`src/rtl/zpa_map.svh`:
```
`ifndef ZPA_MAP_SVH
`define ZPA_MAP_SVH
// line framing and command letters
`define ZPA_CH_CR        8'h0D
`define ZPA_CH_LF        8'h0A
`define ZPA_CH_SPACE     8'h20
`define ZPA_CH_0         8'h30
`define ZPA_CH_9         8'h39
`define ZPA_CH_AT        8'h40
`define ZPA_CMD_FINE     8'h46
`define ZPA_CMD_FRESH    8'h47
`define ZPA_CMD_NITRO    8'h55
`define ZPA_CMD_MANUAL   8'h75
`define ZPA_CMD_KNOWN    8'h58
`define ZPA_CMD_PARAM    8'h50
`define ZPA_CMD_MULT     8'h2E
// parameter indices of the P command
`define ZPA_PIDX_BG_HI   16'h0008
`define ZPA_PIDX_BG_LO   16'h0009
`define ZPA_PIDX_FA_HI   16'h000A
`define ZPA_PIDX_FA_LO   16'h000B
// reset values and the two multiplier values
`define ZPA_ZERO_RESET   16'h7FFF
`define ZPA_CONC_RESET   16'h0190
`define ZPA_MULT_LOW     16'h000A
`define ZPA_MULT_HIGH    16'h0064
// echo buffer
`define ZPA_LINE_MAX     5'h10
// register byte offsets
`define ZPA_REG_CTRL     8'h00
`define ZPA_REG_MEAS     8'h04
`define ZPA_REG_ZERO     8'h08
`define ZPA_REG_FRESH    8'h0C
`define ZPA_REG_BKGND    8'h10
`define ZPA_REG_AZCFG    8'h14
`define ZPA_REG_STATUS   8'h18
// control bit positions
`define ZPA_CTRL_SLEEP   0
`define ZPA_CTRL_WIDE    1
// bus responses
`define ZPA_RESP_OKAY    2'h0
`define ZPA_RESP_SLVERR  2'h2
`endif

```
`src/rtl/zpa_pkg.sv`:
```
package zpa_pkg;
  // one decoded command line
  typedef struct packed {
    logic [7:0]  letter;
    logic [1:0]  nargs;
    logic [15:0] arg0;
    logic [15:0] arg1;
  } zpa_line_t;

  typedef enum logic {ZPA_TX_IDLE, ZPA_TX_SEND} zpa_tx_state_t;
endpackage : zpa_pkg

```
`src/rtl/zpa_zero_ctrl.sv`:
```
`timescale 1ns/1ps
`default_nettype none
`include "zpa_map.svh"
module zpa_zero_ctrl (
  // clock and reset
  input  wire logic        clk_sys,
  input  wire logic        rst,
  // command byte stream
  input  wire logic        rxValid,
  input  wire logic [7:0]  rxData,
  output logic             txValid,
  output logic [7:0]       txData,
  input  wire logic        txReady,
  // auto-zero timer event and state
  input  wire logic        autoZeroEvt,
  output logic             autoZeroOn,
  // axi4-lite slave
  input  wire logic [7:0]  s_axi_awaddr,
  input  wire logic        s_axi_awvalid,
  output logic             s_axi_awready,
  input  wire logic [31:0] s_axi_wdata,
  input  wire logic [3:0]  s_axi_wstrb,
  input  wire logic        s_axi_wvalid,
  output logic             s_axi_wready,
  output logic [1:0]       s_axi_bresp,
  output logic             s_axi_bvalid,
  input  wire logic        s_axi_bready,
  input  wire logic [7:0]  s_axi_araddr,
  input  wire logic        s_axi_arvalid,
  output logic             s_axi_arready,
  output logic [31:0]      s_axi_rdata,
  output logic [1:0]       s_axi_rresp,
  output logic             s_axi_rvalid,
  input  wire logic        s_axi_rready
);
  import zpa_pkg::*;

  // ==========================================================
  // state
  zpa_line_t     cmd;
  zpa_tx_state_t txStQ;
  logic          lineDone, rawQ, sleep;
  logic [15:0]   zeroQ, freshQ, bgQ, measQ, newZero, mult;
  logic [15:0]   azInitQ, azRegQ, repNum0Q, repNum1Q;
  logic [1:0]    ctrlQ;
  logic [7:0]    refusedQ, repLetterQ, curChar;
  logic [7:0]    lineBuf [16];
  logic [7:0]    azLine [16];
  logic [4:0]    lineLenQ, lastLenQ, azLenQ, idxQ, lenQ;
  logic          isFine, isFresh, isNitro, isManual, isKnown;
  logic          isParam, isAz, isAzSet, isMult;
  logic          alters, accept, startTx;

  // ==========================================================
  // helpers
  function automatic logic [7:0] decChar(input logic [15:0] v,
                                         input logic [2:0]  pos);
    logic [15:0] q;
    case (pos)
      3'h0:    q = v / 16'h2710;
      3'h1:    q = v / 16'h03E8;
      3'h2:    q = v / 16'h0064;
      3'h3:    q = v / 16'h000A;
      default: q = v;
    endcase
    decChar = `ZPA_CH_0 + {4'h0, 4'(q % 16'h000A)};
  endfunction : decChar
  // ==========================================================
  // command decode
  assign sleep    = ctrlQ[`ZPA_CTRL_SLEEP];
  assign mult     = ctrlQ[`ZPA_CTRL_WIDE] ? `ZPA_MULT_HIGH
                                          : `ZPA_MULT_LOW;
  assign isFine   = cmd.letter == `ZPA_CMD_FINE   && cmd.nargs == 2'h2;
  assign isFresh  = cmd.letter == `ZPA_CMD_FRESH  && cmd.nargs == 2'h0;
  assign isNitro  = cmd.letter == `ZPA_CMD_NITRO  && cmd.nargs == 2'h0;
  assign isManual = cmd.letter == `ZPA_CMD_MANUAL && cmd.nargs == 2'h1;
  assign isKnown  = cmd.letter == `ZPA_CMD_KNOWN  && cmd.nargs == 2'h1;
  assign isParam  = cmd.letter == `ZPA_CMD_PARAM  && cmd.nargs == 2'h2;
  assign isAz     = cmd.letter == `ZPA_CH_AT;
  assign isAzSet  = isAz && (cmd.nargs == 2'h2 ||
                    (cmd.nargs == 2'h1 && cmd.arg0 == 16'h0000));
  assign isMult   = cmd.letter == `ZPA_CMD_MULT   && cmd.nargs == 2'h0;
  assign alters   = isFine | isFresh | isNitro | isManual | isKnown |
                    isParam | isAzSet;
  // a line arriving while a reply is still going out is dropped
  assign accept   = lineDone && txStQ == ZPA_TX_IDLE &&
                    !(alters && sleep);
  assign startTx  = accept && (alters || isMult ||
                    (isAz && cmd.nargs == 2'h0));
  // arguments arrive pre-scaled, so zero math wraps at 16 bits
  always_comb begin
    newZero = zeroQ;
    if (isFine)   newZero = zeroQ + cmd.arg0 - cmd.arg1;
    if (isFresh)  newZero = zeroQ + measQ - freshQ;
    if (isNitro)  newZero = zeroQ + measQ;
    if (isManual) newZero = cmd.arg0;
    if (isKnown)  newZero = zeroQ + measQ - cmd.arg0;
  end

  // ==========================================================
  // zero point and stored parameters
  always_ff @(posedge clk_sys or posedge rst) begin
    if (rst) begin
      zeroQ <= `ZPA_ZERO_RESET;
    end else if (accept && alters) begin
      zeroQ <= newZero;
    end else if (autoZeroEvt && autoZeroOn && !sleep && !lineDone) begin
      zeroQ <= zeroQ + measQ - bgQ;
    end
  end
  always_ff @(posedge clk_sys or posedge rst) begin
    if (rst) begin
      bgQ    <= `ZPA_CONC_RESET;
      freshQ <= `ZPA_CONC_RESET;
    end else if (accept && isParam) begin
      case (cmd.arg0)
        `ZPA_PIDX_BG_HI: bgQ[15:8]    <= cmd.arg1[7:0];
        `ZPA_PIDX_BG_LO: bgQ[7:0]     <= cmd.arg1[7:0];
        `ZPA_PIDX_FA_HI: freshQ[15:8] <= cmd.arg1[7:0];
        `ZPA_PIDX_FA_LO: freshQ[7:0]  <= cmd.arg1[7:0];
        default:         bgQ          <= bgQ;
      endcase
    end
  end

  // ==========================================================
  // auto-zero intervals, kept in tenths of a day
  always_ff @(posedge clk_sys or posedge rst) begin
    if (rst) begin
      azInitQ    <= 16'h0000;
      azRegQ     <= 16'h0000;
      autoZeroOn <= 1'b0;
    end else if (accept && isAzSet) begin
      azInitQ    <= (cmd.nargs == 2'h2) ? cmd.arg0 : 16'h0000;
      azRegQ     <= (cmd.nargs == 2'h2) ? cmd.arg1 : 16'h0000;
      autoZeroOn <= (cmd.nargs == 2'h2) &&
                    (cmd.arg0 != 16'h0000 || cmd.arg1 != 16'h0000);
    end
  end

  // raw bytes of the line so an interval set echoes verbatim
  always_ff @(posedge clk_sys or posedge rst) begin
    if (rst) begin
      lineLenQ <= 5'h00;
      lastLenQ <= 5'h00;
      for (int i = 0; i < 16; i++) lineBuf[i] <= 8'h00;
    end else if (rxValid) begin
      if (rxData == `ZPA_CH_LF) begin
        lastLenQ <= lineLenQ;
        lineLenQ <= 5'h00;
      end else if (rxData != `ZPA_CH_CR && lineLenQ != `ZPA_LINE_MAX) begin
        lineBuf[lineLenQ[3:0]] <= rxData;
        lineLenQ               <= lineLenQ + 5'h01;
      end
    end
  end
  always_ff @(posedge clk_sys or posedge rst) begin
    if (rst) begin
      azLenQ <= 5'h03;
      for (int i = 0; i < 16; i++) azLine[i] <= 8'h00;
      azLine[0] <= `ZPA_CH_AT;
      azLine[1] <= `ZPA_CH_SPACE;
      azLine[2] <= `ZPA_CH_0;
    end else if (accept && isAzSet) begin
      azLenQ <= lastLenQ;
      for (int i = 0; i < 16; i++) azLine[i] <= lineBuf[i];
    end
  end

  // ==========================================================
  // reply transmitter
  always_ff @(posedge clk_sys or posedge rst) begin
    if (rst) begin
      rawQ       <= 1'b0;
      lenQ       <= 5'h00;
      repLetterQ <= 8'h00;
      repNum0Q   <= 16'h0000;
      repNum1Q   <= 16'h0000;
    end else if (startTx) begin
      rawQ       <= isAz;
      lenQ       <= isAz ? 5'((isAzSet ? lastLenQ : azLenQ) + 5'h02)
                         : (isParam ? 5'h0F : 5'h09);
      repLetterQ <= cmd.letter;
      repNum0Q   <= isParam ? cmd.arg0 : (isMult ? mult : newZero);
      repNum1Q   <= cmd.arg1;
    end
  end
  always_comb begin
    logic [4:0] rel;
    rel     = idxQ - 5'h01;
    curChar = `ZPA_CH_LF;
    if (rawQ) begin
      if (idxQ < lenQ - 5'h02) curChar = azLine[idxQ[3:0]];
      else if (idxQ == lenQ - 5'h02) curChar = `ZPA_CH_CR;
    end else if (idxQ == 5'h00) begin
      curChar = repLetterQ;
    end else if (idxQ < lenQ - 5'h02) begin
      if (rel == 5'h00 || rel == 5'h06) curChar = `ZPA_CH_SPACE;
      else if (rel < 5'h06) curChar = decChar(repNum0Q, 3'(rel - 5'h01));
      else curChar = decChar(repNum1Q, 3'(rel - 5'h07));
    end else if (idxQ == lenQ - 5'h02) begin
      curChar = `ZPA_CH_CR;
    end
  end
  always_ff @(posedge clk_sys or posedge rst) begin
    if (rst) begin
      txStQ   <= ZPA_TX_IDLE;
      idxQ    <= 5'h00;
      txValid <= 1'b0;
      txData  <= 8'h00;
    end else begin
      case (txStQ)
        ZPA_TX_IDLE: begin
          idxQ <= 5'h00;
          if (startTx) txStQ <= ZPA_TX_SEND;
        end
        ZPA_TX_SEND: begin
          if (!txValid || txReady) begin
            if (idxQ == lenQ) begin
              txValid <= 1'b0;
              txStQ   <= ZPA_TX_IDLE;
            end else begin
              txData  <= curChar;
              txValid <= 1'b1;
              idxQ    <= idxQ + 5'h01;
            end
          end
        end
        default: txStQ <= ZPA_TX_IDLE;
      endcase
    end
  end

  // ==========================================================
  // refused command count
  always_ff @(posedge clk_sys or posedge rst) begin
    if (rst) refusedQ <= 8'h00;
    else if (lineDone && alters && sleep) refusedQ <= refusedQ + 8'h01;
  end

  // ==========================================================
  // axi4-lite slave, both write channels taken in one cycle
  always_ff @(posedge clk_sys or posedge rst) begin
    if (rst) begin
      s_axi_awready <= 1'b0;
      s_axi_wready  <= 1'b0;
      s_axi_bvalid  <= 1'b0;
      s_axi_bresp   <= `ZPA_RESP_OKAY;
      ctrlQ         <= 2'h0;
      measQ         <= 16'h0000;
    end else begin
      s_axi_awready <= 1'b0;
      s_axi_wready  <= 1'b0;
      if (s_axi_bvalid && s_axi_bready) s_axi_bvalid <= 1'b0;
      if (s_axi_awvalid && s_axi_wvalid && !s_axi_awready && !s_axi_bvalid) begin
        s_axi_awready <= 1'b1;
        s_axi_wready  <= 1'b1;
        s_axi_bvalid  <= 1'b1;
        s_axi_bresp   <= `ZPA_RESP_OKAY;
        case (s_axi_awaddr)
          `ZPA_REG_CTRL: if (s_axi_wstrb[0]) ctrlQ <= s_axi_wdata[1:0];
          `ZPA_REG_MEAS: begin
            if (s_axi_wstrb[0]) measQ[7:0]  <= s_axi_wdata[7:0];
            if (s_axi_wstrb[1]) measQ[15:8] <= s_axi_wdata[15:8];
          end
          `ZPA_REG_ZERO, `ZPA_REG_FRESH, `ZPA_REG_BKGND,
          `ZPA_REG_AZCFG, `ZPA_REG_STATUS: s_axi_bresp <= `ZPA_RESP_OKAY;
          default: s_axi_bresp <= `ZPA_RESP_SLVERR;
        endcase
      end
    end
  end
  always_ff @(posedge clk_sys or posedge rst) begin
    if (rst) begin
      s_axi_arready <= 1'b0;
      s_axi_rvalid  <= 1'b0;
      s_axi_rdata   <= 32'h00000000;
      s_axi_rresp   <= `ZPA_RESP_OKAY;
    end else begin
      s_axi_arready <= 1'b0;
      if (s_axi_rvalid && s_axi_rready) s_axi_rvalid <= 1'b0;
      if (s_axi_arvalid && !s_axi_arready && !s_axi_rvalid) begin
        s_axi_arready <= 1'b1;
        s_axi_rvalid  <= 1'b1;
        s_axi_rresp   <= `ZPA_RESP_OKAY;
        s_axi_rdata   <= 32'h00000000;
        case (s_axi_araddr)
          `ZPA_REG_CTRL:   s_axi_rdata <= {30'h00000000, ctrlQ};
          `ZPA_REG_MEAS:   s_axi_rdata <= {16'h0000, measQ};
          `ZPA_REG_ZERO:   s_axi_rdata <= {16'h0000, zeroQ};
          `ZPA_REG_FRESH:  s_axi_rdata <= {16'h0000, freshQ};
          `ZPA_REG_BKGND:  s_axi_rdata <= {16'h0000, bgQ};
          `ZPA_REG_AZCFG:  s_axi_rdata <= {azInitQ, azRegQ};
          `ZPA_REG_STATUS: s_axi_rdata <= {16'h0000, refusedQ, 6'h00,
                                           txStQ == ZPA_TX_SEND, autoZeroOn};
          default:         s_axi_rresp <= `ZPA_RESP_SLVERR;
        endcase
      end
    end
  end

  zpa_line_parser u_parser (
    .clk_sys  (clk_sys),  .rst     (rst),
    .rxValid  (rxValid),  .rxData  (rxData),
    .lineDone (lineDone), .lineOut (cmd)
  );
endmodule : zpa_zero_ctrl
`default_nettype wire

```
`src/rtl/zpa_line_parser.sv`:
```
`timescale 1ns/1ps
`default_nettype none
`include "zpa_map.svh"
module zpa_line_parser (
  // clock and reset
  input  wire logic             clk_sys,
  input  wire logic             rst,
  // received bytes
  input  wire logic             rxValid,
  input  wire logic [7:0]       rxData,
  // decoded line
  output logic                  lineDone,
  output zpa_pkg::zpa_line_t    lineOut
);
  import zpa_pkg::*;

  logic        firstQ;
  logic        sawCrQ;
  logic        inNumQ;
  logic [1:0]  nargsQ;
  logic [15:0] accQ;
  logic [15:0] arg0Q;
  logic [15:0] arg1Q;
  logic [7:0]  letterQ;
  logic        isDigit;
  logic        isEnd;
  logic [1:0]  nargsInc;

  assign isDigit  = (rxData >= `ZPA_CH_0) && (rxData <= `ZPA_CH_9);
  assign isEnd    = rxValid && (rxData == `ZPA_CH_LF) && sawCrQ;
  assign nargsInc = (nargsQ == 2'h3) ? nargsQ : nargsQ + 2'h1;

  // ==========================================================
  // scanning
  // a decimal point is skipped, so "1.0" gathers as tenths
  always_ff @(posedge clk_sys or posedge rst) begin
    if (rst) begin
      firstQ  <= 1'b1;
      sawCrQ  <= 1'b0;
      inNumQ  <= 1'b0;
      nargsQ  <= 2'h0;
      accQ    <= 16'h0000;
      arg0Q   <= 16'h0000;
      arg1Q   <= 16'h0000;
      letterQ <= 8'h00;
    end else if (rxValid) begin
      sawCrQ <= (rxData == `ZPA_CH_CR);
      if (isEnd) begin
        firstQ  <= 1'b1;
        inNumQ  <= 1'b0;
        nargsQ  <= 2'h0;
        accQ    <= 16'h0000;
        letterQ <= 8'h00;
      end else if (rxData == `ZPA_CH_CR) begin
        firstQ <= firstQ;
      end else if (firstQ) begin
        letterQ <= rxData;
        firstQ  <= 1'b0;
      end else if (rxData == `ZPA_CH_SPACE) begin
        if (inNumQ) begin
          if (nargsQ == 2'h0) arg0Q <= accQ;
          if (nargsQ == 2'h1) arg1Q <= accQ;
          nargsQ <= nargsInc;
          accQ   <= 16'h0000;
          inNumQ <= 1'b0;
        end
      end else if (isDigit) begin
        accQ   <= accQ * 16'h000A + {12'h000, rxData[3:0]};
        inNumQ <= 1'b1;
      end
    end
  end

  // ==========================================================
  // line output
  always_ff @(posedge clk_sys or posedge rst) begin
    if (rst) begin
      lineDone <= 1'b0;
      lineOut  <= '0;
    end else begin
      lineDone <= isEnd;
      if (isEnd) begin
        lineOut.letter <= letterQ;
        lineOut.nargs  <= inNumQ ? nargsInc : nargsQ;
        lineOut.arg0   <= (inNumQ && nargsQ == 2'h0) ? accQ : arg0Q;
        lineOut.arg1   <= (inNumQ && nargsQ == 2'h1) ? accQ : arg1Q;
      end
    end
  end
endmodule : zpa_line_parser
`default_nettype wire

```
`config.mk`:
```
export PLATFORM = sky130hd
export DESIGN_NAME = zpa_zero_ctrl
export DESIGN_NICKNAME = d
export VERILOG_FILES = /design/src/rtl/zpa_pkg.sv /design/src/rtl/zpa_zero_ctrl.sv /design/src/rtl/zpa_line_parser.sv
export VERILOG_INCLUDE_DIRS = /design/src /design/src/rtl
export SDC_FILE = /design/constraint.sdc
export NUM_CORES = 2
export LEC_CHECK = 0
export CORE_MARGIN = 5
export CORE_UTILIZATION = 36
export CTS_CLUSTER_SIZE = 40
export DETAILED_ROUTE_END_ITERATION = 7
export DONT_BUFFER_PORTS = 1
export MAX_ROUTING_LAYER = met4
export PLACE_DENSITY = 0.49
export SYNTH_ARGS = -nofsm -noshare
export SYNTH_HDL_FRONTEND = slang
export SYNTH_SLANG_ARGS = --single-unit
```
`constraint.sdc`:
```
create_clock -name clk_sys -period 35.1 [get_ports clk_sys]
set_input_delay 7.02 -clock clk_sys [delete_from_list [all_inputs] [get_ports clk_sys]]
set_output_delay 7.02 -clock clk_sys [all_outputs]
set_load 0.02 [all_outputs]
```
# After elaboration in Yosys (flattened, before gate mapping)

Cells that the tools add are included.

Equal/unequal tests: 47
$lt $le $gt $ge: 7
Muxes and demuxes: 82
$add $sub $neg: 18
Reductions and logical operators: 91
Bitwise operators: 14
Shift operators: 0
Divide/modulo/power cells: 10
Multipliers: 1

Operator list:

| operator                                                           | count |
|---|---|
| 16-bit 2-to-1 mux                                                  | 29 |
| 32-bit one-hot mux with 7 select lines                             | 1 |
| 128-bit bitwise mux                                                | 1 |
| 16-bit one-hot mux with 4 select lines                             | 2 |
| 8-bit 2-to-1 mux                                                   | 10 |
| 16-bit by 4-bit == test with 1-bit output, second input constant   | 4 |
| 16-bit subtractor                                                  | 4 |
| 8-bit by 7-bit == test with 1-bit output, second input constant    | 7 |
| 8-bit by 4-bit == test with 1-bit output, second input constant    | 6 |
| 8-bit by 5-bit == test with 1-bit output, second input constant    | 6 |
| 1-bit logical AND                                                  | 37 |
| 16-bit adder                                                       | 2 |
| 8-bit binary-select mux with 4-bit select                          | 1 |
| 8-bit demux with 4-bit select                                      | 1 |
| 16-bit by 10-bit divider with 16-bit output, second input constant | 2 |
| 16-bit by 14-bit divider with 16-bit output, second input constant | 2 |
| 16-bit by 4-bit divider with 16-bit output, second input constant  | 2 |
| 16-bit by 7-bit divider with 16-bit output, second input constant  | 2 |
| 16-bit by 4-bit modulo with 16-bit output, second input constant   | 2 |
| 16-bit nonzero test                                                | 2 |
| 5-bit 2-to-1 mux                                                   | 6 |
| 7-bit 2-to-1 mux                                                   | 3 |
| 2-bit AND reduction                                                | 9 |
| 3-bit AND reduction                                                | 6 |
| other kinds (51)                                                   | 123 |

Register bits after elaboration: 583
Bits of input ports: 70
Latch bits: 0
Memories: 0
RAM bits: 0
Output and inout port bits: 51
Logic and storage cells: 346
ROM bits: 0

# Logic depth before layout (Yosys ltp)

Depth in word-level cells: 16
Gate-level depth with buffers: 154

# Cells and area by module

From an unflattened synthesis, not the netlist that was laid out.

Cell total of the unflattened synthesis: 5022
Area, all modules: 43832.0 µm²

By module, submodules not included:

| module          | cells each | times used | area each (µm²) |
|---|---|---|---|
| zpa_zero_ctrl   | 4500       | 1          | 38476.9 |
| zpa_line_parser | 522        | 1          | 5355.1 |

# Worst setup path after synthesis

OpenSTA, ideal clock, no wires.

Path type: reg2reg
Start point: register idxQ[1]
End point: register txData[3]
Cell stages (with the launch flop): 144
Library setup time: 0.084 ns
Path buffers: 20
Slack: 2.715 ns
Arrival: 32.301 ns
Clock period less this slack: 32.385 ns
Cells stage by stage: dfrtp_1 -> buf_1 -> clkbuf_1 -> inv_1 -> ha_1 -> clkbuf_1 -> clkbuf_1 -> buf_1 -> clkbuf_1 -> nand2_1 -> ha_1 -> a31oi_1 -> a31oi_1 -> ha_1 -> nor4bb_1 -> nand4_1 -> o21ai_1 -> mux2_2 -> [... 108 more ...] -> o31ai_1 -> ha_1 -> a21o_1 -> a21o_1 -> a21o_1 -> a21oi_1 -> nor2b_1 -> o21ai_0 -> nand2b_1 -> a21oi_1 -> o21ai_0 -> o221ai_1 -> a41o_1 -> nand4_1 -> o211ai_2 -> o221a_2 -> or3b_1 -> a41oi_2

Longest elaborated chain between the ends: 16
Elaborated cells on any way between the ends: 46

Ends and longest elaborated chain:

| element                                                                                | line                                       | RTL |
|---|---|---|
| start: declaration                                                                     | zpa_zero_ctrl.sv:49                        | `logic [4:0] lineLenQ, lastLenQ, azLenQ, idxQ, lenQ;` |
| start signal: assignment                                                               | zpa_zero_ctrl.sv:225                       | `idxQ <= idxQ + 5'h01;` |
| 5-bit by 1-bit subtractor with 5-bit output                                            | zpa_zero_ctrl.sv:190                       | `rel = idxQ - 5'h01;` |
| 3-bit subtractor / 3-bit by 1-bit subtractor with 3-bit output (equally long branches) | zpa_zero_ctrl.sv:200, zpa_zero_ctrl.sv:199 |  |
| 3-bit by 2-bit == test with 1-bit output (tied with other cells)                       | zpa_zero_ctrl.sv:59                        | `case (pos)` |
| 16-bit one-hot mux with 4 select lines                                                 | zpa_zero_ctrl.sv:59                        |  |
| 16-bit 2-to-1 mux                                                                      | zpa_zero_ctrl.sv:199                       | `else if (rel < 5'h06) curChar = decChar(repNum0Q, 3'(rel - 5'h01));` |
| 16-bit 2-to-1 mux                                                                      | zpa_zero_ctrl.sv:198                       | `` if (rel == 5'h00 \|\| rel == 5'h06) curChar = `ZPA_CH_SPACE; `` |
| 16-bit 2-to-1 mux                                                                      | zpa_zero_ctrl.sv:197                       | `end else if (idxQ < lenQ - 5'h02) begin` |
| 16-bit 2-to-1 mux                                                                      | zpa_zero_ctrl.sv:195                       | `end else if (idxQ == 5'h00) begin` |
| 16-bit 2-to-1 mux                                                                      | zpa_zero_ctrl.sv:192                       | `if (rawQ) begin` |
| 16-bit by 4-bit modulo with 16-bit output                                              | zpa_zero_ctrl.sv:66                        | `` decChar = `ZPA_CH_0 + {4'h0, 4'(q % 16'h000A)}; `` |
| 6-bit by 4-bit adder with 7-bit output (no source line)                                | -                                          |  |
| 7-bit 2-to-1 mux                                                                       | zpa_zero_ctrl.sv:199                       |  |
| 7-bit 2-to-1 mux                                                                       | zpa_zero_ctrl.sv:198                       |  |
| 8-bit 2-to-1 mux                                                                       | zpa_zero_ctrl.sv:197                       |  |
| 8-bit 2-to-1 mux                                                                       | zpa_zero_ctrl.sv:195                       |  |
| 8-bit 2-to-1 mux                                                                       | zpa_zero_ctrl.sv:192                       |  |
| end signal: assignment                                                                 | zpa_zero_ctrl.sv:223                       | `txData <= curChar;` |
| end: declaration                                                                       | zpa_zero_ctrl.sv:12                        | `output logic [7:0] txData,` |

Parallel ways exist; a longest one is shown, timed or not. The select of a mux whose other input is x is not followed.
A chain may end at the register's enable or synchronous reset.

# Worst setup path after layout

Same ends and word-level chain as after synthesis.

==> tab_implementation.tex <==
\begin{tabular}{lr}
\hline
Metric & Value \\
\hline
\multicolumn{2}{l}{\textbf{Worst hold path}} \\
\quad Worst Min Path Start & lineBuf[105] \\
\quad Worst hold path class & reg -> reg \\
\multicolumn{2}{l}{\textbf{Yosys}} \\
\quad Top cell types by occurrence after synthesis & 913 x sky130\_fd\_sc\_hd\_\_nand2\_1, 553 x sky130\_fd\_sc\_hd\_\_dfrtp\_1, 348 x sky130\_fd\_sc\_hd\_\_ha\_1 \\
\quad Synthesized area & 43,300 um2 \\
\quad Number of enable flip-flop cells after synthesis & 0 \\
\quad Dominant synthesized flop cell & sky130\_fd\_sc\_hd\_\_dfrtp\_1 \\
\quad Synth area leader & sky130\_fd\_sc\_hd\_\_dfrtp\_1 \\
\quad Share of the yosys chip area belonging to registers & 33.7\% \\
\quad Synthesized netlist cell count & 4,926 \\
\quad Number of distinct library cell variants in the gate-level netlist after synthesis & 116 \\
\quad Most frequent cell after synthesis & sky130\_fd\_sc\_hd\_\_nand2\_1 \\
\quad Area share of the largest cell type after synthesis & 32.0\% \\
\quad YS warnings & 0 \\
\quad Async SR Flop Fraction & 100\% \\
\quad Mean instance size in the synthesized netlist & 8.78 um2 \\
\quad Dominant cells by area after synthesis & sky130\_fd\_sc\_hd\_\_dfrtp\_1 32\%, sky130\_fd\_sc\_hd\_\_ha\_1 10\%, sky130\_fd\_sc\_hd\_\_nand2\_1 7.9\% \\
\quad Register bit count reported by yosys & 581 \\
\multicolumn{2}{l}{\textbf{STA}} \\
\quad Final setup TNS & 0 ps \\
\quad Fin. Hold Viols & 0 \\
\quad Minimum setup slack in the final design & 2690 ps \\
\quad Maximum clock skew at final layout & 41.9 ps \\
\quad Slew at the pin closest to its max-slew limit & 1150 ps \\
\quad Final Cycle Share & 92.3\% \\
\quad Slew margin rel. & 23.2\% \\
\quad Final critical-path required period & 32,410 ps \\
\quad Total setup violations reported at the end of the flow & 0 \\
\quad Max-slew violation count & 0 \\
\quad Highest achievable clock rate & 30.9 MHz \\
\quad RSZ-0062 raised after global routing & false \\
\multicolumn{2}{l}{\textbf{Clocking}} \\
\quad CTS Buf Count & 59 \\
\quad Buffer levels on the longest clock path & 3 \\
\quad Insertion delay to the later sink of the worst-skew pair & 660 ps \\
\quad Clock tree from TritonCTS & done \\
\quad Sinks on the clock net & 581 \\
\quad Number of H-tree levels & 2 \\
\quad CTS clk-pin slew, worst paths & 70 ps \\
\quad Buffer count from post-CTS setup fixing & 0 \\
\quad Clock Tree Root & sky130\_fd\_sc\_hd\_\_clkbuf\_16 \\
\multicolumn{2}{l}{\textbf{Global route}} \\
\quad Number of antenna violations at the first check in global routing & 3 \\
\quad First-pass GRT wire length & 204,000 um \\
\quad Maximum number of pins on one net before global-route repair & 137 \\
\quad GR peak layer & met2 \\
\quad M2 GR Usage & 33.2\% \\
\quad Vias in the first global route & 34,900 \\
\quad Overall track demand over capacity in global routing & 20.5\% \\
\quad Met1 GRT Util & 28.1\% \\
\quad Fraction of met3 tracks used by global routing & 2.20\% \\
\quad Global route overflow & 0 \\
\multicolumn{2}{l}{\textbf{Worst setup path}} \\
\quad Worst flop-to-flop path startpoint & idxQ[1] \\
\quad Arrival time worst endpoint & 32,970 ps \\
\quad Critical path's most frequent cell & sky130\_fd\_sc\_hd\_\_o21a\_1 \\
\quad Crit-path max FO & 37 \\
\quad Cell with the largest stage delay on the worst path & sky130\_fd\_sc\_hd\_\_a211oi\_1 \\
\quad Peak per-stage delay on the critical path & 600 ps \\
\quad Capturing element type of the critical path & flop \\
\quad Type of the worst setup path & reg -> reg \\
\quad Data required time at the worst endpoint & 35,660 ps \\
\quad Type of element launching the critical path & flop \\
\quad First element of the critical path & idxQ[1] \\
\multicolumn{2}{l}{\textbf{Floorplan}} \\
\quad Die area & 127,000 um2 \\
\quad Area of the core & 120,000 um2 \\
\quad Die span in x & 357 um \\
\quad Starting density of the core & 36.2\% \\
\quad Die Height & 357 um \\
\quad Std-Cell Rows & 127 \\
\quad Number of I/O pins & 121 \\
\multicolumn{2}{l}{\textbf{Power and ir drop}} \\
\quad Proportion of power drawn by combinational gates & 12.6\% \\
\quad Internal cell power & 1210 uW \\
\quad Power dissipated by switching net loads & 433 uW \\
\quad Portion of total power attributed to sequential cells & 48.6\% \\
\quad Leakage power total & 0.0221 uW \\
\quad Fraction of power spent switching nets & 26.4\% \\
\quad Areal power density over the cells & 34.9 nW/um2 \\
\quad Largest voltage drop on the vdd net & 0.0000460 V \\
\quad Fraction of power consumed by the clock network & 38.9\% \\
\multicolumn{2}{l}{\textbf{Routing}} \\
\quad Number of DRC violations after detailed-routing iteration 0 & 2,391 \\
\quad Total length of routed wires & 128,000 um \\
\quad Residual DRC & 0 \\
\quad Count of antenna-violating nets left after detailed routing & 0 \\
\quad Via count & 35,500 \\
\quad Average routed wire per standard cell & 19.8 um \\
\quad Number of vias per cell after detailed routing & 5.48 \\
\quad Detailed Routing Iterations Pass 1 & 6 \\
\multicolumn{2}{l}{\textbf{Placed design}} \\
\quad Pre-CTS WS & 1550 ps \\
\quad DPL Wire Length & 93,100 um \\
\quad \# port buffers & 0 \\
\quad Gpl congestion & 0.889 \\
\multicolumn{2}{l}{\textbf{Final layout}} \\
\quad Multi-input combinational cell area & 27,000 um2 \\
\quad Total of fill cells in the finished design & 12,100 \\
\quad Layout overhead on the synthesized area & 8.58\% \\
\quad Nets & 5,264 \\
\quad Share of post-route cells with drive strength above 1 & 12.4\% \\
\quad Area taken by flip-flops and latches & 14,600 um2 \\
\multicolumn{2}{l}{\textbf{Run}} \\
\quad Max-cap check violation count & 0 \\
\multicolumn{2}{l}{\textbf{Run status}} \\
\quad Result of the run & complete, no violations \\
\hline
\end{tabular}
-- stage by stage --
step / std cells / utilization, % / instance area, um2 / hold WS [ps] / total power, uW
finish: 6491 / 39.3 / 47000 / 456 / 1640
global route: 6489 / 39.3 / 47000 / 469 / 1730
CTS: 6487 / 39.2 / 46900 / 449 / 1670
detailed placement: 6376 / 37.6 / 45000 / 442 / 1020
global placement: 6376 / 37.6 / 45000 / 440 / 1010
floorplan: 4927 / - / 43300 / 433 / 970
-- sequential cells by signal (all words and copies together) (netlist names), 32 cells and up --
name,flops
azLine,128
u_parser.lineOut,42
lineBuf,128
s_axi_rdata,32
-- worst max-delay path, delay by kind of cell (launching register included) --
family | cells | cell delay [ps]
DFF | 1 | 360
and+or+nand+nor | 36 | 8500
adders and majority gates | 15 | 4600
muxes | 6 | 2100
buffers and inverters | 8 | 1790
AOI/OAI and AO/OA | 68 | 14940
-- worst paths after layout --
| kind | end | slack, ps | cells past startpoint |
|---|---|---|---|
| setup reg to reg | txData[3] | 2690 | 133 |
| hold / removal | azLine[105] | 460 | 2 |
| setup / recovery | txData[3] | 2690 | 133 |
| hold reg to reg | azLine[105] | 460 | 2 |
| max in group asynchronous | azLine[61] | 26450 | 3 |
| min in group asynchronous | s_axi_rdata[13] | 6340 | 1 |
-- cell type report --
type	instances	area share (%)
tap	1612	4.29
clock buffer	93	3.75
antenna	4	0.0213
multi-input combinational	3882	57.4
inverter	231	1.86
sequential	581	31.0
timing repair buffer	70	1.18
clock inverter	18	0.423
-- power by group through the flow --
stage	logic (uW)	registers [uW]	clock network [uW]
final	206	797	638
after global routing	233	807	685
after CTS	210	797	658
after detailed placement	209	810	0
after global placement	205	807	0
after floorplan	178	792	0
-- layer usage --
metal | vias to the layer above | share of wire (%) | routed length, um
met5 | - | 0 | 0
li1 | 17500 | - | -
met2 | 582 | 47 | 60000
met1 | 17400 | 48 | 61200
met3 | 136 | 3.8 | 4870
met4 | 0 | 1.7 | 2160
-- cells in the final DEF (no fill, tap or decap), types with 49 or more instances in the layout --
cell,n
sky130_fd_sc_hd__a21oi_1,241
sky130_fd_sc_hd__buf_4,67
sky130_fd_sc_hd__clkbuf_16,59
sky130_fd_sc_hd__dfrtp_1,551
sky130_fd_sc_hd__ha_1,348
sky130_fd_sc_hd__inv_1,227
sky130_fd_sc_hd__mux2_2,265
sky130_fd_sc_hd__mux2i_1,78
sky130_fd_sc_hd__nand2_1,911
sky130_fd_sc_hd__nand3_1,124
sky130_fd_sc_hd__nor2_1,307
sky130_fd_sc_hd__nor3_1,111
sky130_fd_sc_hd__o211ai_1,49
sky130_fd_sc_hd__o21a_1,91
sky130_fd_sc_hd__o21ai_0,262
sky130_fd_sc_hd__o31ai_1,50
sky130_fd_sc_hd__xnor2_1,128
sky130_fd_sc_hd__xor2_1,59
-- what timing repair did --
item | in CTS | in global routing
hold buffers | 0 | 0
resized for setup | 0 | 12
endpoints found under the setup margin | 0 | 4
-- kinds of logic (layout without fill, tap and decap cells) --
logic type / Yosys count / in the layout / synth area share (%)
other cells: 1 / 6 / 0.00867
buf+inv: 464 / 412 / 4.15
simple gates: 1812 / 1812 / 18.9
xor+xnor: 187 / 187 / 3.79
flops: 581 / 581 / 33.7
fa+ha+maj: 370 / 370 / 11.1
mux: 384 / 384 / 10.8
compound gates: 1127 / 1127 / 17.6
(Power assumes the default switching activity.)
